[src/inc/nav_state_pkg.sv]
// package: constants, layouts and carriers for the navigation state packet framer
package nav_state_pkg;

    // ****************************************
    // packet identity and size
    // ****************************************
    localparam logic [7:0] PKT_ID_CODE = 8'h14;
    localparam logic [7:0] PKT_LEN_BYTES = 8'h64;
    localparam int PAY_WORDS = 25;
    localparam int VAL_FIRST_WORD = 3;

    // ****************************************
    // register offsets; payload words mirror their byte offsets
    // ****************************************
    localparam logic [7:0] OFS_STATUS = 8'h00;
    localparam logic [7:0] OFS_SECONDS = 8'h04;
    localparam logic [7:0] OFS_MICROS = 8'h08;
    localparam logic [7:0] OFS_VAL_FIRST = 8'h0C;
    localparam logic [7:0] OFS_ACCEL_X = 8'h30;
    localparam logic [7:0] OFS_GFORCE = 8'h3C;
    localparam logic [7:0] OFS_RATE_X = 8'h4C;
    localparam logic [7:0] OFS_RATE_Z = 8'h54;
    localparam logic [7:0] OFS_SD_LAT = 8'h58;
    localparam logic [7:0] OFS_VAL_LAST = 8'h60;
    localparam logic [7:0] OFS_CTRL = 8'h80;
    localparam logic [7:0] OFS_STAT = 8'h84;

    // ctrl and stat fields
    localparam int CTRL_SEND_BIT = 0;
    localparam int CTRL_AUTO_BIT = 1;
    localparam int STAT_BUSY_BIT = 0;
    localparam int STAT_OVF_BIT = 1;

    // ****************************************
    // timing
    // ****************************************
    localparam int CLK_PERIOD_NS = 100;
    localparam int MICROSECOND_NS = 1000;
    localparam int CYC_PER_US = (MICROSECOND_NS + CLK_PERIOD_NS - 1) / CLK_PERIOD_NS;
    localparam logic [31:0] MICROS_MAX = 32'h000F423F;

    // ****************************************
    // status word layouts, bit 15 first
    // ****************************************
    typedef enum logic [2:0] {
        FIX_NONE, FIX_2D, FIX_3D, FIX_SBAS, FIX_DIFF, FIX_PPP, FIX_RTK_FLOAT, FIX_RTK_FIXED
    } fix_t;

    typedef struct packed {
        logic out_overflow;
        logic antenna_fault;
        logic high_volt;
        logic log_error;
        logic max_temp;
        logic min_temp;
        logic press_over;
        logic mag_over;
        logic gyro_over;
        logic accel_over;
        logic sat_fail;
        logic press_fail;
        logic mag_fail;
        logic gyro_fail;
        logic accel_fail;
        logic sys_fail;
    } health_t;

    typedef struct packed {
        logic ext_heading;
        logic ext_velocity;
        logic ext_position;
        logic atmos_alt;
        logic vel_heading;
        logic dual_ant;
        logic sat_enabled;
        logic event2;
        logic event1;
        fix_t fix;
        logic utc_init;
        logic heading_init;
        logic nav_init;
        logic orient_init;
    } filter_t;

    // ****************************************
    // input and output carriers
    // ****************************************
    typedef struct packed {
        logic sys_fail;
        logic accel_fail;
        logic gyro_fail;
        logic mag_fail;
        logic press_fail;
        logic sat_fail;
        logic accel_over;
        logic gyro_over;
        logic mag_over;
        logic press_over;
        logic min_temp;
        logic max_temp;
        logic log_error;
        logic high_volt;
        logic ant1_open;
        logic ant1_short;
        logic ant2_open;
        logic ant2_short;
    } sense_t;

    typedef struct packed {
        logic orient_init;
        logic nav_init;
        logic heading_init;
        logic utc_init;
        logic sat_enabled;
        logic dual_ant;
        logic vel_heading;
        logic atmos_alt;
        logic ext_position;
        logic ext_velocity;
        logic ext_heading;
    } nav_flags_t;

    typedef struct packed {
        logic last;
        logic [7:0] data;
    } tx_byte_t;

endpackage : nav_state_pkg

[src/design/nav_state_framer.sv]
// design: navigation state packet framer with its output byte fifo
`timescale 1ns/1ps
`default_nettype none

// ****************************************
// byte fifo, registered output stage
// ****************************************
module byte_fifo #(
    parameter int WIDTH = 9,
    parameter int DEPTH = 32
) (
    input wire logic clk,
    input wire logic rst,
    input wire logic [WIDTH-1:0] in_data,
    input wire logic in_valid,
    output logic in_ready,
    output logic [WIDTH-1:0] out_data,
    output logic out_valid,
    input wire logic out_ready
);
    localparam int AW = $clog2(DEPTH);

    initial begin
        if (DEPTH < 2 || (1 << AW) != DEPTH) begin
            $error("byte_fifo depth must be a power of two of at least 2");
        end
    end

    logic [WIDTH-1:0] mem [DEPTH];
    logic [AW-1:0] wr_ptr, next_wr_ptr, rd_ptr, next_rd_ptr;
    logic [AW:0] count, next_count;
    logic [WIDTH-1:0] next_out_data;
    logic next_out_valid, push, pop;

    always_comb begin
        in_ready = (count != DEPTH[AW:0]);
        push = in_valid && in_ready;
        pop = (count != '0) && (!out_valid || out_ready);
        next_wr_ptr = push ? wr_ptr + 1'b1 : wr_ptr;
        next_rd_ptr = pop ? rd_ptr + 1'b1 : rd_ptr;
        next_count = count + {{AW{1'b0}}, push} - {{AW{1'b0}}, pop};
        next_out_valid = pop || (out_valid && !out_ready);
        next_out_data = pop ? mem[rd_ptr] : out_data;
    end

    always_ff @(posedge clk) begin
        if (push) begin
            mem[wr_ptr] <= in_data;
        end
        if (rst) begin
            wr_ptr <= '0;
            rd_ptr <= '0;
            count <= '0;
            out_valid <= 1'b0;
            out_data <= '0;
        end else begin
            wr_ptr <= next_wr_ptr;
            rd_ptr <= next_rd_ptr;
            count <= next_count;
            out_valid <= next_out_valid;
            out_data <= next_out_data;
        end
    end
endmodule : byte_fifo

// Function
// - packet is id 20, 100 payload bytes, only ever sent, never accepted
// - health word bits 0-5 sensor failures, bits 6-9 over-range, one means true
// - health bit 14 set on open or short at either antenna
// - health bit 12 logging error; bits 10, 11, 13 temperature and voltage alarms
// - health bit 15 reports output data stream overflow
// - filter word bits 0-3 initialised flags, bits 7-8 external events seen
// - filter bit 10 dual antenna heading, bits 9, 11-15 other aiding states
// - filter bits 6..4 carry the 3-bit fix code, bit 6 most significant
// - offset 4 holds whole unix seconds since 1970
// - offset 8 holds microseconds since last second, 0 to 999999
// - body acceleration xyz at offsets 48, 52, 56, g-force at 60
// - angular rates xyz at offsets 76, 80, 84
// - latitude, longitude, height deviations at offsets 88, 92, 96
module nav_state_framer
    import nav_state_pkg::*;
#(
    parameter int FIFO_DEPTH = 32
) (
    input wire logic REF_CLK,
    input wire logic SRST,
    input wire logic [7:0] ADDR,
    input wire logic [31:0] WDATA,
    input wire logic WR,
    input wire logic RD,
    output logic [31:0] RDATA,
    input wire sense_t SENSE,
    input wire nav_flags_t NAV,
    input wire fix_t FIX,
    input wire logic EVENT1,
    input wire logic EVENT2,
    output logic [7:0] TX_DATA,
    output logic TX_LAST,
    output logic TX_VALID,
    input wire logic TX_READY,
    output logic [7:0] PKT_ID,
    output logic [7:0] PKT_LEN,
    output logic BUSY
);
    typedef enum logic {ST_IDLE, ST_SEND} state_t;

    initial begin
        if (FIFO_DEPTH < 2) begin
            $error("nav_state_framer needs a fifo of at least 2 words");
        end
    end

    // ****************************************
    // helpers
    // ****************************************
    function automatic logic [5:0] word_of(input logic [7:0] a);
        return a[7:2];
    endfunction : word_of

    function automatic health_t build_health(input sense_t s, input logic ovf);
        return '{out_overflow: ovf,
                 antenna_fault: s.ant1_open | s.ant1_short | s.ant2_open | s.ant2_short,
                 high_volt: s.high_volt, log_error: s.log_error,
                 max_temp: s.max_temp, min_temp: s.min_temp,
                 press_over: s.press_over, mag_over: s.mag_over, gyro_over: s.gyro_over,
                 accel_over: s.accel_over, sat_fail: s.sat_fail, press_fail: s.press_fail,
                 mag_fail: s.mag_fail, gyro_fail: s.gyro_fail, accel_fail: s.accel_fail,
                 sys_fail: s.sys_fail};
    endfunction : build_health

    function automatic filter_t build_filter(input nav_flags_t n, input fix_t f,
                                             input logic e1, input logic e2);
        return '{ext_heading: n.ext_heading, ext_velocity: n.ext_velocity,
                 ext_position: n.ext_position, atmos_alt: n.atmos_alt,
                 vel_heading: n.vel_heading, dual_ant: n.dual_ant,
                 sat_enabled: n.sat_enabled, event2: e2, event1: e1, fix: f,
                 utc_init: n.utc_init, heading_init: n.heading_init,
                 nav_init: n.nav_init, orient_init: n.orient_init};
    endfunction : build_filter

    // ****************************************
    // input synchronisers, pins only
    // ****************************************
    sense_t sense_s1, sense_s2;
    nav_flags_t nav_s1, nav_s2;
    fix_t fix_s1, fix_s2;
    logic [1:0] ev_s1, ev_s2, ev_s3;
    logic [1:0] ev_edge;

    always_ff @(posedge REF_CLK) begin
        if (SRST) begin
            {sense_s1, sense_s2, nav_s1, nav_s2} <= '0;
            fix_s1 <= FIX_NONE;
            fix_s2 <= FIX_NONE;
            {ev_s1, ev_s2, ev_s3} <= '0;
        end else begin
            {sense_s1, sense_s2, nav_s1, nav_s2} <= {SENSE, sense_s1, NAV, nav_s1};
            fix_s1 <= FIX;
            fix_s2 <= fix_s1;
            {ev_s1, ev_s2, ev_s3} <= {EVENT2, EVENT1, ev_s1, ev_s2};
        end
    end

    assign ev_edge = ev_s2 & ~ev_s3;

    // ****************************************
    // state
    // ****************************************
    state_t state, next_state;
    logic [6:0] idx, next_idx;
    logic [31:0] snap [PAY_WORDS], next_snap [PAY_WORDS];
    logic [31:0] vals [VAL_FIRST_WORD:PAY_WORDS-1], next_vals [VAL_FIRST_WORD:PAY_WORDS-1];
    logic [31:0] seconds, next_seconds, micros, next_micros;
    logic [7:0] tick, next_tick;
    logic auto_mode, next_auto_mode;
    logic ovf, next_ovf, ev1, next_ev1, ev2, next_ev2;
    logic [31:0] next_rdata, cur_word;
    logic next_busy, send_req, start, second_roll;
    health_t health;
    filter_t filter;
    tx_byte_t fifo_in, fifo_out;
    logic fifo_in_valid, fifo_in_ready;

    assign health = build_health(sense_s2, ovf);
    assign filter = build_filter(nav_s2, fix_s2, ev1, ev2);

    always_comb begin
        // free-running clock of microseconds and seconds
        second_roll = 1'b0;
        next_tick = tick + 8'h01;
        next_micros = micros;
        next_seconds = seconds;
        if (tick == 8'(CYC_PER_US - 1)) begin
            next_tick = 8'h00;
            if (micros == MICROS_MAX) begin
                next_micros = 32'h00000000;
                next_seconds = seconds + 32'h00000001;
                second_roll = 1'b1;
            end else begin
                next_micros = micros + 32'h00000001;
            end
        end
        // software load of seconds wins over the rollover
        if (WR && ADDR == OFS_SECONDS) begin
            next_seconds = WDATA;
        end
        next_auto_mode = auto_mode;
        next_vals = vals;
        if (WR && ADDR == OFS_CTRL) begin
            next_auto_mode = WDATA[CTRL_AUTO_BIT];
        end
        // value words sit at their payload offsets; writes to 0x00 and 0x08 are ignored
        if (WR && ADDR >= OFS_VAL_FIRST && ADDR <= OFS_VAL_LAST) begin
            next_vals[word_of(ADDR)] = WDATA;
        end
        send_req = (WR && ADDR == OFS_CTRL && WDATA[CTRL_SEND_BIT]) || (auto_mode && second_roll);
        start = send_req && (state == ST_IDLE);
        // sticky flags: a new event in the snapshot cycle survives for the next packet
        next_ev1 = (ev1 && !start) || ev_edge[0];
        next_ev2 = (ev2 && !start) || ev_edge[1];
        next_ovf = (ovf && !start) || (send_req && state == ST_SEND);
        // a packet is frozen whole so a write mid-send cannot tear it
        next_snap = snap;
        if (start) begin
            next_snap[0] = {filter, health};
            next_snap[1] = seconds;
            next_snap[2] = micros;
            for (int w = VAL_FIRST_WORD; w < PAY_WORDS; w++) begin
                next_snap[w] = vals[w];
            end
        end
        // serializer, byte lane picked from the low index bits
        cur_word = snap[idx[6:2]];
        fifo_in.data = cur_word[{idx[1:0], 3'b000} +: 8];
        fifo_in.last = (idx == 7'(PKT_LEN_BYTES - 8'h01));
        fifo_in_valid = (state == ST_SEND);
        next_state = state;
        next_idx = idx;
        unique case (state)
            ST_IDLE: begin
                if (start) begin
                    next_state = ST_SEND;
                    next_idx = 7'h00;
                end
            end
            ST_SEND: begin
                if (fifo_in_ready) begin
                    next_idx = idx + 7'h01;
                    if (fifo_in.last) begin
                        next_state = ST_IDLE;
                    end
                end
            end
        endcase
        next_busy = (next_state == ST_SEND);

        // register reads, unmapped words read zero
        next_rdata = 32'h00000000;
        if (RD) begin
            if (ADDR == OFS_STATUS) begin
                next_rdata = {filter, health};
            end else if (ADDR == OFS_SECONDS) begin
                next_rdata = seconds;
            end else if (ADDR == OFS_MICROS) begin
                next_rdata = micros;
            end else if (ADDR >= OFS_VAL_FIRST && ADDR <= OFS_VAL_LAST && ADDR[1:0] == 2'b00) begin
                next_rdata = vals[word_of(ADDR)];
            end else if (ADDR == OFS_CTRL) begin
                next_rdata[CTRL_AUTO_BIT] = auto_mode;
            end else if (ADDR == OFS_STAT) begin
                next_rdata[STAT_BUSY_BIT] = (state == ST_SEND);
                next_rdata[STAT_OVF_BIT] = ovf;
            end
        end
    end

    always_ff @(posedge REF_CLK) begin
        if (SRST) begin
            state <= ST_IDLE;
            idx <= 7'h00;
            seconds <= 32'h00000000;
            micros <= 32'h00000000;
            tick <= 8'h00;
            auto_mode <= 1'b0;
            ovf <= 1'b0;
            ev1 <= 1'b0;
            ev2 <= 1'b0;
            RDATA <= 32'h00000000;
            BUSY <= 1'b0;
            PKT_ID <= 8'h00;
            PKT_LEN <= 8'h00;
            snap <= '{default: 32'h00000000};
            vals <= '{default: 32'h00000000};
        end else begin
            state <= next_state;
            idx <= next_idx;
            seconds <= next_seconds;
            micros <= next_micros;
            tick <= next_tick;
            auto_mode <= next_auto_mode;
            ovf <= next_ovf;
            ev1 <= next_ev1;
            ev2 <= next_ev2;
            RDATA <= next_rdata;
            BUSY <= next_busy;
            PKT_ID <= PKT_ID_CODE;
            PKT_LEN <= PKT_LEN_BYTES;
            snap <= next_snap;
            vals <= next_vals;
        end
    end

    // ****************************************
    // output fifo; a stalled host holds the serializer
    // ****************************************
    byte_fifo #(
        .WIDTH($bits(tx_byte_t)),
        .DEPTH(FIFO_DEPTH)
    ) u_fifo (
        .clk(REF_CLK),
        .rst(SRST),
        .in_data(fifo_in),
        .in_valid(fifo_in_valid),
        .in_ready(fifo_in_ready),
        .out_data(fifo_out),
        .out_valid(TX_VALID),
        .out_ready(TX_READY)
    );

    assign TX_DATA = fifo_out.data;
    assign TX_LAST = fifo_out.last;

endmodule : nav_state_framer

`default_nettype wire

[config.mk]
export PLATFORM = sky130hd
export DESIGN_NAME = nav_state_framer
export DESIGN_NICKNAME = d
export VERILOG_FILES = /design/src/inc/nav_state_pkg.sv /design/src/design/nav_state_framer.sv
export SDC_FILE = /design/constraint.sdc
export NUM_CORES = 2
export LEC_CHECK = 0
export BUFFER_PORTS_ARGS = -buffer_cell sky130_fd_sc_hd__buf_4
export CAP_MARGIN = 0
export CORE_MARGIN = 1
export CORE_UTILIZATION = 57
export DETAILED_ROUTE_END_ITERATION = 6
export GPL_TIMING_DRIVEN = 0
export PLACE_DENSITY = 0.73
export SYNTH_ARGS = -nofsm -noshare
export SYNTH_HDL_FRONTEND = slang
export SYNTH_SLANG_ARGS = --single-unit
[constraint.sdc]
create_clock -name REF_CLK -period 3.15 [get_ports REF_CLK]
set_input_delay 0.63 -clock REF_CLK [delete_from_list [all_inputs] [get_ports REF_CLK]]
set_output_delay 0.63 -clock REF_CLK [all_outputs]
set_load 0.05 [all_outputs]
**After elaboration in Yosys (flattened, before gate mapping)**

Memory sizes are Yosys's and may differ from the RTL's. A register that Yosys moved wholly into a read port is not among the register bits.
Cells that the tools add are included.

- Add/sub/neg operators: 8
- Order comparisons: 5
- Eq/ne operators: 10
- Shift operators: 1
- Mux-type cells: 34
- Bitwise logic cells: 9
- Reduce and logical (&&, ||, !) cells: 35

Operators by type and width:

| operator | number |
|---|---|
| 704-bit bitwise mux | 1 |
| 32-bit 2-to-1 mux | 12 |
| 32-bit binary-select mux with 5-bit select | 2 |
| 32-bit demux with 5-bit select | 1 |
| 32-bit by 1-bit adder with 32-bit output (second input constant) | 2 |
| 32-bit by 20-bit equality test with 1-bit output (second input constant) | 1 |
| 32-bit by 6-bit variable part select with 8-bit output | 1 |
| 30-bit 2-to-1 mux | 1 |
| 7-bit 2-to-1 mux | 3 |
| 1-bit logical AND | 17 |
| 8-bit by 4-bit equality test with 1-bit output (second input constant) | 2 |
| 8-bit equality test (second input constant) | 2 |
| 7-bit case mux with 2 select lines | 1 |
| 5-bit by 1-bit adder with 5-bit output (second input constant) | 2 |
| 1-bit 2-to-1 mux | 9 |
| 8-bit by 1-bit adder with 8-bit output (second input constant) | 1 |
| 8-bit by 3-bit equality test with 1-bit output (second input constant) | 1 |
| 8-bit by 4-bit greater-or-equal comparator with 1-bit output (second input constant) | 1 |
| 8-bit by 7-bit <= comparator with 1-bit output (second input constant) | 1 |
| 8-bit zero test | 1 |
| 7-bit by 1-bit adder with 7-bit output (second input constant) | 1 |
| 7-bit equality test (second input constant) | 1 |
| 7-bit by 6-bit greater-or-equal comparator with 1-bit output (second input constant) | 1 |
| 7-bit by 1-bit less-than comparator with 1-bit output (second input constant) | 1 |
| 22 further kinds | 36 |

- Flip-flop bits (word level): 1723
- RAM bits: 288
- Output and inout bits: 59
- Memories: 1

Memories:

| name | words | bits a word | rd ports | clocked after Yosys merged registers in | wr ports | line | text |
|---|---|---|---|---|---|---|---|
| u_fifo.mem | 32 | 9 | 1 | 1 | 1 | nav_state_framer.sv:29 | `logic [WIDTH-1:0] mem [DEPTH];` |

**Logic depth before layout (Yosys ltp)**

- Word-level depth: 9
- Gate-level depth with buffers: 17
- Mapped depth without buffers: 15

**Cells and area by module**

From an unflattened synthesis, not the netlist that was laid out.

- Cell total of the unflattened synthesis: 8958
- Area, all modules: 84522.3 sq um

By module, submodules not included:

| module | instances | cells an instance | area each (sq um) | seq. area each (sq um) |
|---|---|---|---|---|
| nav_state_framer | 1 | 8308 | 72181.7 | 33852.5 |
| byte_fifo | 1 | 650 | 12340.6 | 9168.8 |

**Worst setup path before layout**

No wires, ideal clock.

- Kind: register to register
- Start point: register idx[3]
- End point: memory u_fifo.mem[0][2], data pin
- Library setup time: 398 ps
- Arrival time: 2958 ps
- Path slack: -206 ps
- Stages on the path, launching flop included: 9
- Clock period less this slack: 3356 ps
- Path through: dfxtp_1 buf_2 buf_1 buf_2 nor2_1 a22oi_1 a31oi_1 or3_1 a31oi_1

RTL lines:

| element | line | text |
|---|---|---|
| start, declared | nav_state_framer.sv:170 | `logic [6:0] idx, next_idx;` |
| start signal, assigned | nav_state_framer.sv:296 | `idx <= next_idx;` |
| end, declared | nav_state_framer.sv:29 |  |

**Final worst setup path**

- Start point: input ADDR[5]
- End point: register RDATA[14]

- Longest elaborated chain between the ends: 8
- Elaborated cells between the ends (all ways): 15
- Classes of those cells: order compare (2); eq/ne (2); mux (7); bitwise (1); reduce/logical (3)

Ends and longest elaborated chain:

| element | line | text |
|---|---|---|
| start, declared | nav_state_framer.sv:87 | `input wire logic [7:0] ADDR,` |
| 6-bit NOT with 7-bit output (implied by the code) | nav_state_framer.sv:267 | `next_rdata = vals[word_of(ADDR)];` |
| 32-bit binary-select mux with 5-bit select | nav_state_framer.sv:267 |  |
| 32-bit 2-to-1 mux (implied by the code) (2 in a row) | nav_state_framer.sv:267 |  |
| 30-bit 2-to-1 mux | nav_state_framer.sv:266 | `end else if (ADDR >= OFS_VAL_FIRST && ADDR <= OFS_VAL_LAST && ADDR[1:0] == 2'b00) begin` |
| 32-bit 2-to-1 mux | nav_state_framer.sv:264 | `end else if (ADDR == OFS_MICROS) begin` |
| 32-bit 2-to-1 mux | nav_state_framer.sv:262 | `end else if (ADDR == OFS_SECONDS) begin` |
| 32-bit 2-to-1 mux (*) | nav_state_framer.sv:260 | `if (ADDR == OFS_STATUS) begin` |
| end signal, assigned | nav_state_framer.sv:304 | `RDATA <= next_rdata;` |
| end, declared | nav_state_framer.sv:91 | `output logic [31:0] RDATA,` |

Mark *: on every way between the ends. The rest lies on a longest branch, timed or not. The select of a mux whose other input is x is not followed.
A chain may end at the register's enable or synchronous reset.

==> summary.md <==
| Metric | Value |
|---|---|
| Ys async rst share | `0` |
| Syn-to-layout area delta | `17.7%` |
| Peak supply drop | `0.506 mV` |
| Average size of a mapped cell | `around 9.1 um^2` |
| Clock latency at the later pin of the worst-skew pair | `890 ps` |
| Residual DRC count | `0` |
| Core area | `roughly 140000 um^2` |
| Worst slew margin | `-0.172` |
| Post-DP HPWL | `287000 um` |
| Clock sinks | `2005` |
| Critical Path, Cell by Cell | `buf_4, clkbuf_1, nor2b_4, nand2_1, clkbuf_1, o22ai_1, a311oi_1, a32oi_1, a311oi_1` |
| Hold Slack | `about 9.5 ps` |
| Pre-Repair DR Iteration Count | `6` |
| Power per cell area | `578 nW/um^2` |
| Final wirelength | `398000 um` |
| Final setup vio count | `562` |
| Largest cells by area after synthesis | `dfxtp_1, nand2_1, mux4_2` |
| Initial Utilization | `0.577` |
| Clock transition at path regs | `around 60 ps` |
| Fraction of layout cells with a size suffix above 1 | `0.155` |
| Yosys warns | `0` |
| Die ar. | `~150000 um^2` |
| Maximum Capacitance Violations | `9` |
| First-pass GRT wire length | `539000 um` |
| CTS buffer count | `200` |
| Post-synthesis cell area | `83200 um^2` |
| Arrival time at the worst endpoint | `4170 ps` |
| CP max FO | `10` |
| Number of DRC markers in iteration 0 | `12100` |
| Tightest Pin Transition | `~1800 ps` |
| Failing checks | `max-capacitance violations, max-slew violations, negative setup slack` |
| Global route overflow | `0` |
| Overall power | `56.6 mW` |
| Seq cells post-synth | `about 2000` |
| Run status | `complete, but fails checks` |
| Peak Freq | `288 MHz` |
| Final Cycle Share | `1.10` |
| Final GP Congestion | `between 1 and 1.5` |
| Fin. Hold Viols | `0` |
| Critical Path RT | `3850 ps` |
| Layout Utilization | `0.680` |
| Post-placement worst setup slack | `-2690 ps` |
| WL/cell | `34.1 um` |
| CTS tree | `done` |
| Final nets | `9704` |
| Site Rows | `139` |
| Largest net degree at the start of global routing | `34` |
| Slew Limit Fails | `88` |
| Total Routing Usage GR | `0.526` |
| Max Clock Skew | `roughly 40 ps` |
| H-tree levels | `4` |
| Post-Layout Cell Count | `11700` |
| Synth top area share | `0.413` |
| Crit path time final | `3470 ps` |
| Vias in the first global route | `71100` |
| Buffers added on ports | `between 100 and 150` |
| Main synth FF type | `dfxtp_1` |
| Library cells used by synthesis | `71` |
| Placed insts | `about 11000` |
| Hold WC Path Type | `in -> reg` |
| Via count | `77600` |
| Syn Inst Count | `9130` |
| Worst Path Buf+Inv | `3` |
| CP endpoint kind | `flop` |
| Post-synthesis sequential area ratio | `0.517` |
| Leakage | `31.5 nW` |
| Initial antenna violation count | `38` |
| Vias per inst | `6.64` |
| Kind of cell adding the most delay to the critical path | `compound AO/OA/AOI/OAI gates` |
| Die Y | `384 um` |
| CP peak stage delay | `about 650 ps` |
| Leading area contributor after synthesis | `dfxtp_1` |
| CTS root buffer | `clkbuf_16` |
| WS Path Type | `in -> reg` |
| Crit start category | `input port` |
| Critical path's slowest cell | `a311oi_1` |
| Clock tree buffer depth | `3` |
| Die X | `384 um` |
| RSZ-0062 raised after global routing | `yes` |
| EDFF count, synth | `288` |
| Post-route worst setup slack | `-323 ps` |
| IO Pins | `~140` |
| Final ANT Viol Nets | `0` |
synthesized netlist by cell type (16+ instances only):
library cell / number
nand2_1: 3149
dfxtp_1: 1717
a21oi_1: 1539
clkbuf_1: 578
mux4_2: 404
edfxtp_1: 288
nor2_1: 201
buf_2: 184
mux2i_1: 96
nor2b_1: 84
o21ai_0: 83
o22ai_1: 73
a22oi_1: 60
inv_1: 54
a221oi_1: 49
nand3_1: 45
a211oi_1: 43
xnor2_1: 43
a311oi_1: 39
nand2b_1: 39
a32oi_1: 35
xor2_1: 33
buf_1: 31
nand4_1: 31
and3_1: 25
buf_4: 22
ha_1: 19
nor3_1: 17
or3_1: 16
through the flow:
stage | setup TNS, ps | instance area [um^2]
global route | -8120 | 97900
CTS | -93.7 | 96700
finish | -47220 | 98000
floorplan | 0 | 83300
detailed placement | -2415970 | 86800
global placement | -3215980 | 86600
registers in the layout, indices dropped and copies added (netlist names), 4 cells and up, named ones only:
register / count
u_fifo.count: 6
seconds: 32
filter: 11
vals: 704
u_fifo.mem: 288
nav_s1: 11
sense_s1: 18
tick: 8
u_fifo.out_data: 9
micros: 32
sense_s2: 4
snap: 800
health: 14
RDATA: 32
idx: 7
u_fifo.rd_ptr: 5
u_fifo.wr_ptr: 5
per-layer routing:
layer  up-vias  GRT usage  routed length (um)
li1      32300          -                   -
met1     37200      0.618              130000
met2      6410      0.751              164000
met3      1709      0.216               62600
met4        26      0.437               41100
met5         -          0                 501
worst paths after layout:
check | slack [ps] | startpoint | end | cells after the start
worst max-delay path | -320 | ADDR[5] | RDATA[14]$_SDFF_PP0_ | 9
worst min-delay path | 9 | SENSE[3] | sense_s1[3]$_SDFF_PP0_ | 2
worst max register to register | -250 | idx[2]$_SDFFE_PP0P_ | u_fifo.mem[29][4]$_DFFE_PP_ | 13
worst min register to register | 430 | ev_s1[0]$_SDFF_PP0_ | ev_s2[0]$_SDFF_PP0_ | 1
placed cells by master, fill, tap and decap left out, drive strengths merged, types with 6 or more instances in the layout:
master / instances
nor4b: 6
inv: 61
a21oi: 1542
bufinv: 19
clkinv: 54
o21ai: 84
diode: 14
nor4: 17
o221ai: 8
nor2b: 84
dlygate4sd3: 32
conb: 11
xor2: 33
and2: 21
or3: 16
nand3: 45
nor2: 201
edfxtp: 288
dfxtp: 1717
a22oi: 60
a211oi: 43
mux4: 404
o22ai: 73
a221o: 6
and3: 25
xnor2: 43
mux2i: 96
a311oi: 39
nor3: 17
nand4: 32
a32oi: 35
a31oi: 12
clkbuf: 889
ha: 19
a211o: 8
a21o: 6
a221oi: 49
nand2b: 39
nand2: 3149
buf: 433
where the power goes:
| part | switching (mW) | total (mW) | leakage (nW) | internal [mW] |
|---|---|---|---|---|
| clock | 10.9 | 25.4 | 3.42 | 14.5 |
| sequential | 0.113 | 26.2 | 16.5 | 26.0 |
| combinational | 3.38 | 5.05 | 11.6 | 1.67 |
final cells by class:
cell class / count / area [um^2]
antenna: 14 / 35.0
buffer: 812 / 4340
clock buffer: 285 / 5820
clock inverter: 84 / 1120
fill: 11500 / 46200
inverter: 55 / 206
multi-input combinational: 6272 / 38400
sequential: 2005 / 43000
tap: 1903 / 2380
timing repair buffer: 259 / 2650
repair_timing:
item,CTS,global route
buffers inserted,41,46
endpoints found under the hold margin,32,0
hold buffers,32,0
setup endpoints to repair,1744,1015
resized for setup,488,173
gates cloned,8,4
pin swaps,27,21
cell families after synthesis:
family,after synthesis,share of synthesized area
AO/OA/AOI/OAI,1980,0.131
XOR/XNOR,76,0.00800
adder cells (fa/ha/maj),20,0.00310
buffers and inverters,870,0.0430
flip-flops,2005,0.517
multiplexers,505,0.122
other,1,0.0000451
AND/OR/NAND/NOR,3673,0.176
Note: power is estimated with default switching activity, not from simulation.
